`src/design/ppmu_pkg.sv`:
```
// constants, types and decode helpers for the partitioned pixel multiply unit
// assumes one core clock; issue logic and register file run on the same clock
package ppmu_pkg;

  // instruction word layout
  typedef struct packed {
    logic [1:0] format_field;
    logic [4:0] dest_field;
    logic [5:0] primary_field;
    logic [4:0] first_source_field;
    logic [8:0] opext_field;
    logic [4:0] second_source_field;
  } ppmu_instr_t;

  localparam logic [1:0] PPMU_FORMAT = 2'h2;
  localparam logic [5:0] PPMU_PRIMARY = 6'h36;

  // opcode extension values
  localparam logic [8:0] OPX_COEF = 9'h031;
  localparam logic [8:0] OPX_UPPER_ALPHA = 9'h033;
  localparam logic [8:0] OPX_LOWER_ALPHA = 9'h035;
  localparam logic [8:0] OPX_SIGNED_HIGH = 9'h036;
  localparam logic [8:0] OPX_UNSIGNED_LOW = 9'h037;
  localparam logic [8:0] OPX_WIDE_SIGNED_HIGH = 9'h038;
  localparam logic [8:0] OPX_WIDE_UNSIGNED_LOW = 9'h039;

  // lane geometry
  localparam int NUM_LANES = 4;
  localparam int NUM_WIDE = 2;
  localparam int BYTE_W = 8;
  localparam int LANE_W = 16;
  localparam int WIDE_W = 32;
  localparam int DATA_W = 64;
  localparam int ALPHA_HI_LSB = 16;
  localparam int HIGH_BYTE_OFS = 8;

  // rounding biases: half of the dropped part, ties go upward
  localparam logic [24:0] POINT8_BIAS = 25'h0000080;
  localparam logic [31:0] UPPER16_BIAS = 32'h00008000;

  // fixed latencies in core cycles, issue edge to answer
  localparam int LAT_EXEC = 3;
  localparam int LAT_REFUSE = 1;

  typedef enum logic [2:0] {
    OP_NONE = 3'b000,
    OP_COEF = 3'b001,
    OP_UPPER_ALPHA = 3'b010,
    OP_LOWER_ALPHA = 3'b011,
    OP_SIGNED_HIGH = 3'b100,
    OP_UNSIGNED_LOW = 3'b101,
    OP_WIDE_SIGNED_HIGH = 3'b110,
    OP_WIDE_UNSIGNED_LOW = 3'b111
  } ppmu_op_t;

  typedef enum logic [1:0] {
    RND_POINT8 = 2'b00,
    RND_UPPER16 = 2'b01,
    RND_SHIFT8 = 2'b10,
    RND_SEXT = 2'b11
  } ppmu_rnd_t;

  typedef enum logic [1:0] {
    ST_IDLE = 2'b00,
    ST_READ = 2'b01,
    ST_EXEC = 2'b10,
    ST_DONE = 2'b11
  } ppmu_state_t;

  typedef struct packed {
    logic fpu_present;
    logic processor_float_enable_bit;
    logic float_regs_enable_bit;
  } ppmu_status_t;

  typedef struct packed {
    logic float_unit_off_trap;
    logic unsupported;
    logic wrote;
  } ppmu_done_t;

  function automatic logic src1_is_dbl(input ppmu_op_t op);
    return (op == OP_SIGNED_HIGH) || (op == OP_UNSIGNED_LOW);
  endfunction

  function automatic logic src2_is_dbl(input ppmu_op_t op);
    return (op == OP_COEF) || (op == OP_SIGNED_HIGH) || (op == OP_UNSIGNED_LOW);
  endfunction

  function automatic logic is_wide(input ppmu_op_t op);
    return (op == OP_WIDE_SIGNED_HIGH) || (op == OP_WIDE_UNSIGNED_LOW);
  endfunction

endpackage

```
`src/design/ppmu_decode.sv`:
```
// instruction decoder for the partitioned pixel multiply unit
// assumes a full 32-bit instruction word from the issue logic
`timescale 1ns/1ps

module ppmu_decode
  import ppmu_pkg::*;
(
  input ppmu_instr_t instr,
  output ppmu_op_t op,
  output logic hit
);

  logic group_ok;

  always_comb begin
    group_ok = (instr.format_field == PPMU_FORMAT) &&
               (instr.primary_field == PPMU_PRIMARY);
    op = OP_NONE;
    if (group_ok) begin
      case (instr.opext_field)
        OPX_COEF: op = OP_COEF;
        OPX_UPPER_ALPHA: op = OP_UPPER_ALPHA;
        OPX_LOWER_ALPHA: op = OP_LOWER_ALPHA;
        OPX_SIGNED_HIGH: op = OP_SIGNED_HIGH;
        OPX_UNSIGNED_LOW: op = OP_UNSIGNED_LOW;
        OPX_WIDE_SIGNED_HIGH: op = OP_WIDE_SIGNED_HIGH;
        OPX_WIDE_UNSIGNED_LOW: op = OP_WIDE_UNSIGNED_LOW;
        default: op = OP_NONE;
      endcase
    end
    hit = (op != OP_NONE);
  end

endmodule

```
`src/design/ppmu_lane.sv`:
```
// one 8-bit by 16-bit lane multiplier with the four result shapings
// assumes operands are already selected; purely combinational
`timescale 1ns/1ps

module ppmu_lane
  import ppmu_pkg::*;
(
  input logic [7:0] byte_in,
  input logic byte_signed,
  input logic [15:0] coef,
  input ppmu_rnd_t rnd,
  output logic [31:0] res
);

  logic signed [8:0] b_ext;
  logic signed [24:0] prod_full;
  logic [23:0] prod;
  logic [31:0] sext;
  logic [24:0] r8;
  logic [31:0] r16;

  always_comb begin
    // 9-bit signed covers both byte kinds without a second multiplier
    b_ext = byte_signed ? {byte_in[7], byte_in} : {1'b0, byte_in};
    prod_full = b_ext * $signed(coef);
    // magnitude never exceeds 23 bits, so the cut is lossless
    prod = prod_full[23:0];
    sext = {{8{prod[23]}}, prod};
    // no overflow: largest product plus bias still fits 24 bits
    r8 = {prod[23], prod} + POINT8_BIAS;
    r16 = sext + UPPER16_BIAS;
    unique case (rnd)
      RND_POINT8: res = {16'h0000, r8[23:8]};
      RND_UPPER16: res = {16'h0000, r16[31:16]};
      RND_SHIFT8: res = {prod, 8'h00};
      RND_SEXT: res = sext;
    endcase
  end

endmodule

```
`src/design/ppmu_top.sv`:
```
// partitioned pixel multiply unit: decode, operand read, lane multiply, write-back
// assumes issue logic and register file share clk; read data arrives one
// cycle after rf_rd_en; single-width values sit in the low 32 bits
//
// Summary of operation
// - decode three pixel-by-coefficient opcode extensions
// - decode two split-byte 64-bit source multiplies
// - decode two widening split-byte multiplies
// - trap instead of executing when float disabled
// - bytes zero-extended, coefficients sign-extended
// - four source bytes times four coefficient lanes
// - round at bit eight, keep top sixteen
// - upper alpha: high coefficient for all lanes
// - lower alpha: low coefficient for all lanes
// - signed high bytes times coefficient lanes
// - round to nearest, ties upward, top sixteen
// - unsigned low bytes times coefficient lanes
// - sign-extend, round upper sixteen, ties upward
// - widening signed: product shifted left eight
// - widening unsigned: product sign-extended to 32
`timescale 1ns/1ps

module ppmu_top
  import ppmu_pkg::*;
(
  input logic clk,
  input logic rst_b,
  input logic issue_valid,
  output logic issue_ready,
  input ppmu_instr_t issue_instr,
  input ppmu_status_t core_status,
  output logic rf_rd_en,
  output logic [4:0] rf_rd_addr1,
  output logic rf_rd_dbl1,
  output logic [4:0] rf_rd_addr2,
  output logic rf_rd_dbl2,
  input logic [63:0] rf_rd_data1,
  input logic [63:0] rf_rd_data2,
  output logic wb_en,
  output logic [4:0] wb_addr,
  output logic [63:0] wb_data,
  output logic done_valid,
  output ppmu_done_t done_info
);

  // reset release; asserts at once, leaves on a clock edge so that no
  // flop comes out of reset a cycle ahead of its neighbours
  logic [1:0] rst_sync_q;
  logic [1:0] rst_sync_d;
  logic rst_sync_b;

  always_comb begin
    rst_sync_d = {rst_sync_q[0], 1'b1};
  end

  always_ff @(posedge clk or negedge rst_b) begin
    if (!rst_b) begin
      rst_sync_q <= 2'b00;
    end else begin
      rst_sync_q <= rst_sync_d;
    end
  end

  assign rst_sync_b = rst_sync_q[1];

  // decode of the incoming word; combinational, the op lives on in op_q
  ppmu_op_t dec_op;
  logic dec_hit;

  ppmu_decode u_decode (
    .instr(issue_instr),
    .op(dec_op),
    .hit(dec_hit)
  );

  // control state
  ppmu_state_t state_q;
  ppmu_state_t state_d;
  ppmu_op_t op_q;
  ppmu_op_t op_d;
  logic [4:0] dest_q;
  logic [4:0] dest_d;
  logic [4:0] src1_q;
  logic [4:0] src1_d;
  logic [4:0] src2_q;
  logic [4:0] src2_d;
  logic dbl1_q;
  logic dbl1_d;
  logic dbl2_q;
  logic dbl2_d;
  ppmu_done_t info_q;
  ppmu_done_t info_d;
  logic [63:0] result_q;
  logic [63:0] result_d;

  logic fp_off;
  logic take;
  logic in_done;

  // datapath nets
  logic [63:0] s1;
  logic [63:0] s2;
  logic [7:0] lane_byte [NUM_LANES];
  logic [15:0] lane_coef [NUM_LANES];
  logic [31:0] lane_res [NUM_LANES];
  logic lane_signed;
  ppmu_rnd_t lane_rnd;
  logic [63:0] packed_res;

  // low from the taking edge until the done cycle has passed: one op at a time
  assign issue_ready = (state_q == ST_IDLE) && rst_sync_b;
  assign take = issue_valid && issue_ready;
  // any one of the three conditions blocks execution
  // status counts only on the issue edge; a later change cannot abort an op
  assign fp_off = !core_status.processor_float_enable_bit ||
                  !core_status.float_regs_enable_bit ||
                  !core_status.fpu_present;

  always_comb begin
    state_d = state_q;
    op_d = op_q;
    dest_d = dest_q;
    src1_d = src1_q;
    src2_d = src2_q;
    dbl1_d = dbl1_q;
    dbl2_d = dbl2_q;
    info_d = info_q;
    result_d = result_q;
    unique case (state_q)
      ST_IDLE: begin
        if (take) begin
          dest_d = issue_instr.dest_field;
          src1_d = issue_instr.first_source_field;
          src2_d = issue_instr.second_source_field;
          op_d = dec_op;
          // width of each read follows the op, not the register number
          dbl1_d = src1_is_dbl(dec_op);
          dbl2_d = src2_is_dbl(dec_op);
          info_d = '0;
          if (!dec_hit) begin
            // not one of ours: answer at once, touch nothing
            info_d.unsupported = 1'b1;
            state_d = ST_DONE;
          end else if (fp_off) begin
            // trap wins before any register read is made
            info_d.float_unit_off_trap = 1'b1;
            state_d = ST_DONE;
          end else begin
            state_d = ST_READ;
          end
        end
      end
      ST_READ: begin
        state_d = ST_EXEC;
      end
      ST_EXEC: begin
        // read data stands for this cycle only, so the result is caught here
        result_d = packed_res;
        info_d.wrote = 1'b1;
        state_d = ST_DONE;
      end
      ST_DONE: begin
        state_d = ST_IDLE;
      end
    endcase
  end

  // every control flop clears, so a reset mid-op drops it with no write
  always_ff @(posedge clk or negedge rst_sync_b) begin
    if (!rst_sync_b) begin
      state_q <= ST_IDLE;
      op_q <= OP_NONE;
      dest_q <= 5'h00;
      src1_q <= 5'h00;
      src2_q <= 5'h00;
      dbl1_q <= 1'b0;
      dbl2_q <= 1'b0;
      info_q <= '0;
      result_q <= 64'h0000000000000000;
    end else begin
      state_q <= state_d;
      op_q <= op_d;
      dest_q <= dest_d;
      src1_q <= src1_d;
      src2_q <= src2_d;
      dbl1_q <= dbl1_d;
      dbl2_q <= dbl2_d;
      info_q <= info_d;
      result_q <= result_d;
    end
  end

  // register file read port
  assign rf_rd_en = (state_q == ST_READ);
  assign rf_rd_addr1 = src1_q;
  assign rf_rd_addr2 = src2_q;
  assign rf_rd_dbl1 = dbl1_q;
  assign rf_rd_dbl2 = dbl2_q;

  // read data is valid during exec and comes from same-clock logic
  assign s1 = rf_rd_data1;
  assign s2 = rf_rd_data2;

  // per-instruction lane shaping
  always_comb begin
    lane_signed = 1'b0;
    lane_rnd = RND_POINT8;
    case (op_q)
      OP_COEF, OP_UPPER_ALPHA, OP_LOWER_ALPHA: begin
        lane_rnd = RND_POINT8;
      end
      OP_SIGNED_HIGH: begin
        lane_signed = 1'b1;
        lane_rnd = RND_POINT8;
      end
      OP_UNSIGNED_LOW: begin
        lane_rnd = RND_UPPER16;
      end
      OP_WIDE_SIGNED_HIGH: begin
        lane_signed = 1'b1;
        lane_rnd = RND_SHIFT8;
      end
      OP_WIDE_UNSIGNED_LOW: begin
        lane_rnd = RND_SEXT;
      end
      default: begin
        lane_rnd = RND_POINT8;
      end
    endcase
  end

  // operand selection; lane i of each source feeds lane i, except in the alpha forms, where one coefficient feeds all four lanes
  // wide forms read lanes 0 and 1 only; the upper two run idle
  generate
    for (genvar g = 0; g < NUM_LANES; g++) begin : g_sel
      always_comb begin
        lane_byte[g] = s1[g*BYTE_W +: BYTE_W];
        lane_coef[g] = s2[g*LANE_W +: LANE_W];
        case (op_q)
          OP_UPPER_ALPHA: begin
            lane_coef[g] = s2[ALPHA_HI_LSB +: LANE_W];
          end
          OP_LOWER_ALPHA: begin
            lane_coef[g] = s2[0 +: LANE_W];
          end
          OP_SIGNED_HIGH, OP_WIDE_SIGNED_HIGH: begin
            lane_byte[g] = s1[g*LANE_W + HIGH_BYTE_OFS +: BYTE_W];
          end
          OP_UNSIGNED_LOW, OP_WIDE_UNSIGNED_LOW: begin
            lane_byte[g] = s1[g*LANE_W +: BYTE_W];
          end
          default: begin
            lane_byte[g] = s1[g*BYTE_W +: BYTE_W];
          end
        endcase
      end
    end
  endgenerate

  // one multiplier per lane; lanes share no carry path
  generate
    for (genvar g = 0; g < NUM_LANES; g++) begin : g_lane
      ppmu_lane u_lane (
        .byte_in(lane_byte[g]),
        .byte_signed(lane_signed),
        .coef(lane_coef[g]),
        .rnd(lane_rnd),
        .res(lane_res[g])
      );
    end
  endgenerate

  // result packing; wide forms use only the two low lanes
  // upper halves of both 32-bit sources never reach the result
  always_comb begin
    packed_res = 64'h0000000000000000;
    if (is_wide(op_q)) begin
      for (int i = 0; i < NUM_WIDE; i++) begin
        packed_res[i*WIDE_W +: WIDE_W] = lane_res[i];
      end
    end else begin
      for (int i = 0; i < NUM_LANES; i++) begin
        packed_res[i*LANE_W +: LANE_W] = lane_res[i][LANE_W-1:0];
      end
    end
  end

  // answer to the issue logic
  assign in_done = (state_q == ST_DONE);
  assign done_valid = in_done;
  assign done_info = info_q;
  // refused ops answer without a write, so the file keeps its old value
  assign wb_en = in_done && info_q.wrote;
  assign wb_addr = dest_q;
  assign wb_data = result_q;

endmodule

```
`config.mk`:
```
export PLATFORM = sky130hd
export DESIGN_NAME = ppmu_top
export DESIGN_NICKNAME = d
export VERILOG_FILES = /design/src/design/ppmu_pkg.sv /design/src/design/ppmu_decode.sv /design/src/design/ppmu_lane.sv /design/src/design/ppmu_top.sv
export SDC_FILE = /design/constraint.sdc
export NUM_CORES = 2
export LEC_CHECK = 0
export BUFFER_PORTS_ARGS = -buffer_cell sky130_fd_sc_hd__buf_2
export CAP_MARGIN = 20
export CORE_ASPECT_RATIO = 0.5
export CORE_MARGIN = 2
export CORE_UTILIZATION = 57
export DETAILED_ROUTE_END_ITERATION = 12
export GPL_TIMING_DRIVEN = 0
export MAX_ROUTING_LAYER = met4
export PLACE_DENSITY = 0.85
export SLEW_MARGIN = 5
export SYNTH_ARGS = -nofsm -noshare
export SYNTH_HDL_FRONTEND = slang
export SYNTH_SLANG_ARGS = --single-unit
```
`constraint.sdc`:
```
create_clock -name clk -period 3.2 [get_ports clk]
set_input_delay 0.48 -clock clk [delete_from_list [all_inputs] [get_ports clk]]
set_output_delay 0.48 -clock clk [all_outputs]
set_load 0.005 [all_outputs]
```
Word level (Yosys, flattened, before mapping). Index checks and enable logic that the tools add are counted. W data, S select, Z words.

Register bits after elaboration: 91. Logic and storage cells: 100.

Reduce and logical (&&, ||, !) cells: 21. $add $sub $neg: 8. Mux-type cells: 30. Equal/unequal tests: 25. $mul: 4.

Operators by type and width (count): $pmux W32 S4 (2); $pmux W16 S4 (2); $add A24 B17 Y25 const B (4); $add A24 B9 Y24 const B (4); $mul A9 B16 Y24 (4); $mux W64 (1); $pmux W16 S2 (2); $eq A9 B6 Y1 const B (7); $pmux W8 S2 (3); $mux W9 (4); $mux W16 (2); $pmux W3 S7 (1); $eq A3 B3 Y1 const B (6); $eq A2 B2 Y1 const B (5); $mux W8 (1); $pmux W2 S4 (1); $eq A3 B2 Y1 const B (2); $eq A6 B6 Y1 const B (1); $logic_or A1 B1 Y1 (6); $mux W2 (3); $pmux W2 S3 (1); $mux W1 (5); $eq A2 B1 Y1 const B (2); $logic_and A1 B1 Y1 (4); 10 further kinds (15).

Longest topological paths before layout.
Word-level depth: 8. Mapped depth: 32. Depth with buffers taken out: 28.

Modules after synthesis. Synthesis repeated with hierarchy kept, for this count alone.

Cell total of the unflattened synthesis: 3337. Area total of the unflattened synthesis: 29275.6 µm².

Modules (own cells, without submodules): ppmu_lane at g_lane[1].u_lane (sequential area each 0.0 µm², times used 1, area each 6123.4 µm², cells an instance 721); ppmu_lane at g_lane[2].u_lane (sequential area each 0.0 µm², times used 1, area each 5900.7 µm², cells an instance 687); ppmu_lane at g_lane[0].u_lane (sequential area each 0.0 µm², times used 1, area each 5848.1 µm², cells an instance 700); ppmu_lane at g_lane[3].u_lane (sequential area each 0.0 µm², times used 1, area each 5848.1 µm², cells an instance 683); ppmu_top (sequential area each 2277.2 µm², times used 1, area each 5432.7 µm², cells an instance 527); ppmu_decode (sequential area each 0.0 µm², times used 1, area each 122.6 µm², cells an instance 19).

Worst setup path after synthesis. No wires, ideal clock.

Path kind: reg-to-reg. Start point: register op_q[0]. End point: register result_q[57], in the netlist wb_data[57]. Data arrival time: 7888 ps. Period minus slack after synthesis: 8014 ps. Slack: -4814 ps. Required time: 3074 ps. Path buffers: 5. Stages on the path, launching flop included: 28. Library setup time: 126 ps. Path through: dfrtp_1 clkbuf_1 buf_2 buf_1 buf_2 mux2i_1 a21oi_1 clkbuf_1 nand2_1 fa_1 inv_1 fa_1 fa_1 fa_1 inv_1 fa_1 inv_1 ha_1 o21a_2 a2111oi_4 o21bai_1 a21o_1 or4_4 a31o_4 o31a_1 and2_4 a2bb2oi_1 o32a_1.

Longest elaborated chain between the ends: 8. Elaborated cells between the ends (all ways): 28. Classes of those cells: add/sub: 2; mul: 2; eq/ne: 9; mux: 11; reduce/logical: 4.

Ends and longest elaborated chain: start: declaration (line ppmu_top.sv:79) `ppmu_op_t op_q;`; start signal: assignment (line ppmu_top.sv:182) `op_q <= op_d;`; $eq A3 B3 Y1, on equally long branches (line ppmu_pkg.sv:91, ppmu_top.sv:208, ppmu_top.sv:239); $reduce_or A2 Y1, on equally long branches; $pmux W8 S2 or $mux W1 (tied branches) (line ppmu_top.sv:239, ppmu_top.sv:208); $mux W9 (line ppmu_lane.sv:24) `b_ext = byte_signed ? {byte_in[7], byte_in} : {1'b0, byte_in};`; $mul A9 B16 Y24 (line ppmu_lane.sv:25) `prod_full = b_ext * $signed(coef);`; $add A24 B17 Y25 or $add A24 B9 Y24 (tied branches) (line ppmu_lane.sv:31, ppmu_lane.sv:30); $pmux W16 S4 (line ppmu_lane.sv:32) `unique case (rnd)`; $mux W64 * (line ppmu_top.sv:277) `if (is_wide(op_q)) begin`; end signal: assignment (line ppmu_top.sv:189) `result_q <= result_d;`; end: declaration (line ppmu_top.sv:93) `logic [63:0] result_q;`.

Every way passes the cells marked *; elsewhere a longest branch is shown, timed or not. A chain may end at the register's enable or synchronous reset.

Worst setup path in the final report.
Start point: register op_q[0]. End point: register result_q[54], in the netlist wb_data[54].

The elaborated chain is that of the path after synthesis.

==> metrics.txt <==
commonest register cell after synthesis=dfrtp_1; clock skew=0.0156 ns; met1 Track Usage GR=0.542; Yosys top cell area share=0.339; pin count of the biggest net entering global routing=54; hpwl dp=80.7 mm; Worst Path Max Fanout=7; layout cell share with drive strength beyond 1=0.334; total CTS buffers=9; Rows=56; total grt overflow=0; post-route ant nets=0; Via Count=29700; synth warn=0; Yosys cell types=96; first-pass GRT wire length=170 mm; H-tree levels=3; failing checks=negative setup slack; I/O pin total=254; worst-margin pin slew=1.15 ns; busiest layer in global routing=met2; Root Buffer=clkbuf_16; CTS tree=yes; Die Area=50000 sq um; last element of the critical path=wb_data[54]; relative max-transition margin=0.229; Core Area=47200 sq um; Synth area leader=fa_1; RSZ-0062 raised after global routing=true; clock tree buffer depth=2; synthesized area=27400 sq um; reg2reg setup slack=-4.47 ns; top cells by count, synth=fa_1 (464), nor2_1 (447), inv_1 (442); Seq/Total Area, Yosys=0.0830; Worst R2R End=wb_data[54]; Post-synth EDFFs=0; Die Span Y=159 um; period utilization=2.40; Setup WS post-layout=-4.47 ns; dpl ws=-5.66 ns; reg2reg path depth=26; Clock Latency Late Sink=0.36 ns; Nets=4636; Critical Path End Type=register; final setup vio count=64; clock transition at the registers of the reported paths=0.08 ns; Max-cap violations=0; Yosys reg bits=91; vias in the first global route=29800; vias per std cell=6.69; Total GRT Usage=0.455; Die Span X=314 um; CTS Sinks=91; Pre-antenna DRT Iters=12; Post-Syn Nets=4051; count leader, synth=fa_1; worst min-delay path class=register to async pin; worst r2r src=op_q[0]; P&R area growth vs syn=35.5%; Mean Syn Cell Area=8.54 sq um; Final GP Congestion=1.06; DR WL/cell=26.8 um; I/O Buffers=252; drt total wl=119 mm; Setup crit start kind=register; met3 Usage GRT=0.135; Worst Path Required=3.48 ns; Final Max Tran Viols=0; CP startpoint=op_q[0]; critical path class=register to register; Area contributors post-synth=fa_1 (34%), ha_1 (9.5%), dfrtp_1 (8.3%); GR Layer Usage met2=0.697; initial DRC count=4068; outcome=finished with violations; Area after DPL=30400 sq um; FMAX=130 MHz; min cycle time layout=7.67 ns; cell area after layout=37200 sq um; drc violations=0; worst path arrival time=7.95 ns; Hold WS=0.314 ns; gate count of the mapped netlist=3212; initial antenna violation count=4; ys async rst share=1.00; initial core utilization=0.582; final hold vios=0
logic make-up after synthesis:
logic type	after synthesis	share of synthesized area
AND/OR/NAND/NOR	1076	0.175
XOR/XNOR	158	0.0509
other	1	0.000137
flip-flops	91	0.0830
adder cells (fa/ha/maj)	673	0.434
buffers and inverters	559	0.0770
multiplexers	136	0.0521
AO/OA/AOI/OAI	518	0.128
critical path: stages (launching register included):
cell and delay (ns):
dfrtp_1 0.43, buf_8 0.15, buf_12 0.13, buf_12 0.16, buf_12 0.12, buf_12 0.10, mux2i_4 0.37, nand2_1 0.27
o21ai_0 0.24, nor2_1 0.15, fa_1 0.53, fa_1 0.58, fa_1 0.43, fa_1 0.47, ha_1 0.32, ha_1 0.39
o21a_1 0.24, o21a_1 0.26, a21oi_1 0.29, o31ai_1 0.16, or4_4 0.53, a31o_4 0.27, buf_4 0.16, nor3_1 0.32
xor2_1 0.26, a21oi_2 0.11, nor2_1 0.13
routing by layer:
metal / up-vias / routed length (um)
li1: 11700 / -
met1: 14300 / 39300
met2: 2682 / 52300
met3: 956 / 16700
met4: 0 / 10800
met5: - / 0
state kept, by name, summed over array words and instances, names as in the netlist:
| signal | cells |
|---|---|
| rf_rd_dbl1 | 1 |
| state_q | 2 |
| rf_rd_addr2 | 5 |
| wb_data | 64 |
| op_q | 3 |
| rf_rd_dbl2 | 1 |
| done_info | 3 |
| rf_rd_addr1 | 5 |
| rst_sync_q | 2 |
| wb_addr | 5 |
final cells by class:
type | count | area [sq um]
Sequential cell | 91 | 2280
Tap cell | 638 | 798
Inverter | 443 | 1670
Fill cell | 2830 | 9990
Clock inverter | 3 | 47.5
Clock buffer | 12 | 256
Multi-Input combinational cell | 2562 | 26900
Buffer | 108 | 977
Timing Repair Buffer | 582 | 4180
Antenna cell | 4 | 10.0
through the flow:
| stage | util | cells | TNS (ns) |
|---|---|---|---|
| floorplan | - | 3212 | -209.99 |
| global placement | 0.645 | 4102 | -383.90 |
| detailed placement | 0.646 | 4104 | -314.23 |
| CTS | 0.748 | 4340 | -241.05 |
| global route | 0.788 | 4443 | -269.36 |
| finish | 0.788 | 4443 | -261.72 |
how the worst min path moves through the flow:
| stage | startpoint | to | cells after the start |
|---|---|---|---|
| floorplan | rst_b | rst_sync_q[0] | 0 |
| global placement | rst_b | rst_sync_q[1] | 1 |
| detailed placement | rst_b | rst_sync_q[0] | 1 |
| CTS | rst_sync_q[1] | rf_rd_addr1[1] | 0 |
| global route | rst_sync_q[1] | wb_data[47] | 0 |
| finish | rst_sync_q[1] | wb_data[55] | 0 |
cells in the final DEF (no fill, tap or decap), types with 23 or more instances in the layout:
master,n
o21a_1,23
nor2_2,23
buf_12,23
clkbuf_1,35
fa_1,449
xnor2_1,77
nand2_1,300
nor3_1,26
a21oi_4,23
buf_2,258
o21ai_1,27
nand3_1,38
ha_1,165
o21ai_0,52
xnor2_2,23
buf_6,45
a21oi_1,68
buf_4,275
mux2i_4,42
xor2_1,27
ha_4,28
nor2_1,415
inv_1,419
nand2b_1,51
nand2_2,24
dfrtp_1,89
mux2_2,36
repair_timing:
item / 4_1_cts / 5_1_grt
cloned: 5 / 1
hold buffers: 1 / 0
buffers inserted: 224 / 105
endpoints found under the setup margin: 64 / 64
pin swaps: 144 / 189
hold endpoints to repair: 2 / 0
gates resized for setup: 551 / 242
Power is not shown: default switching activity piles up to over one toggle a cycle in this logic, so the estimate is an artifact.
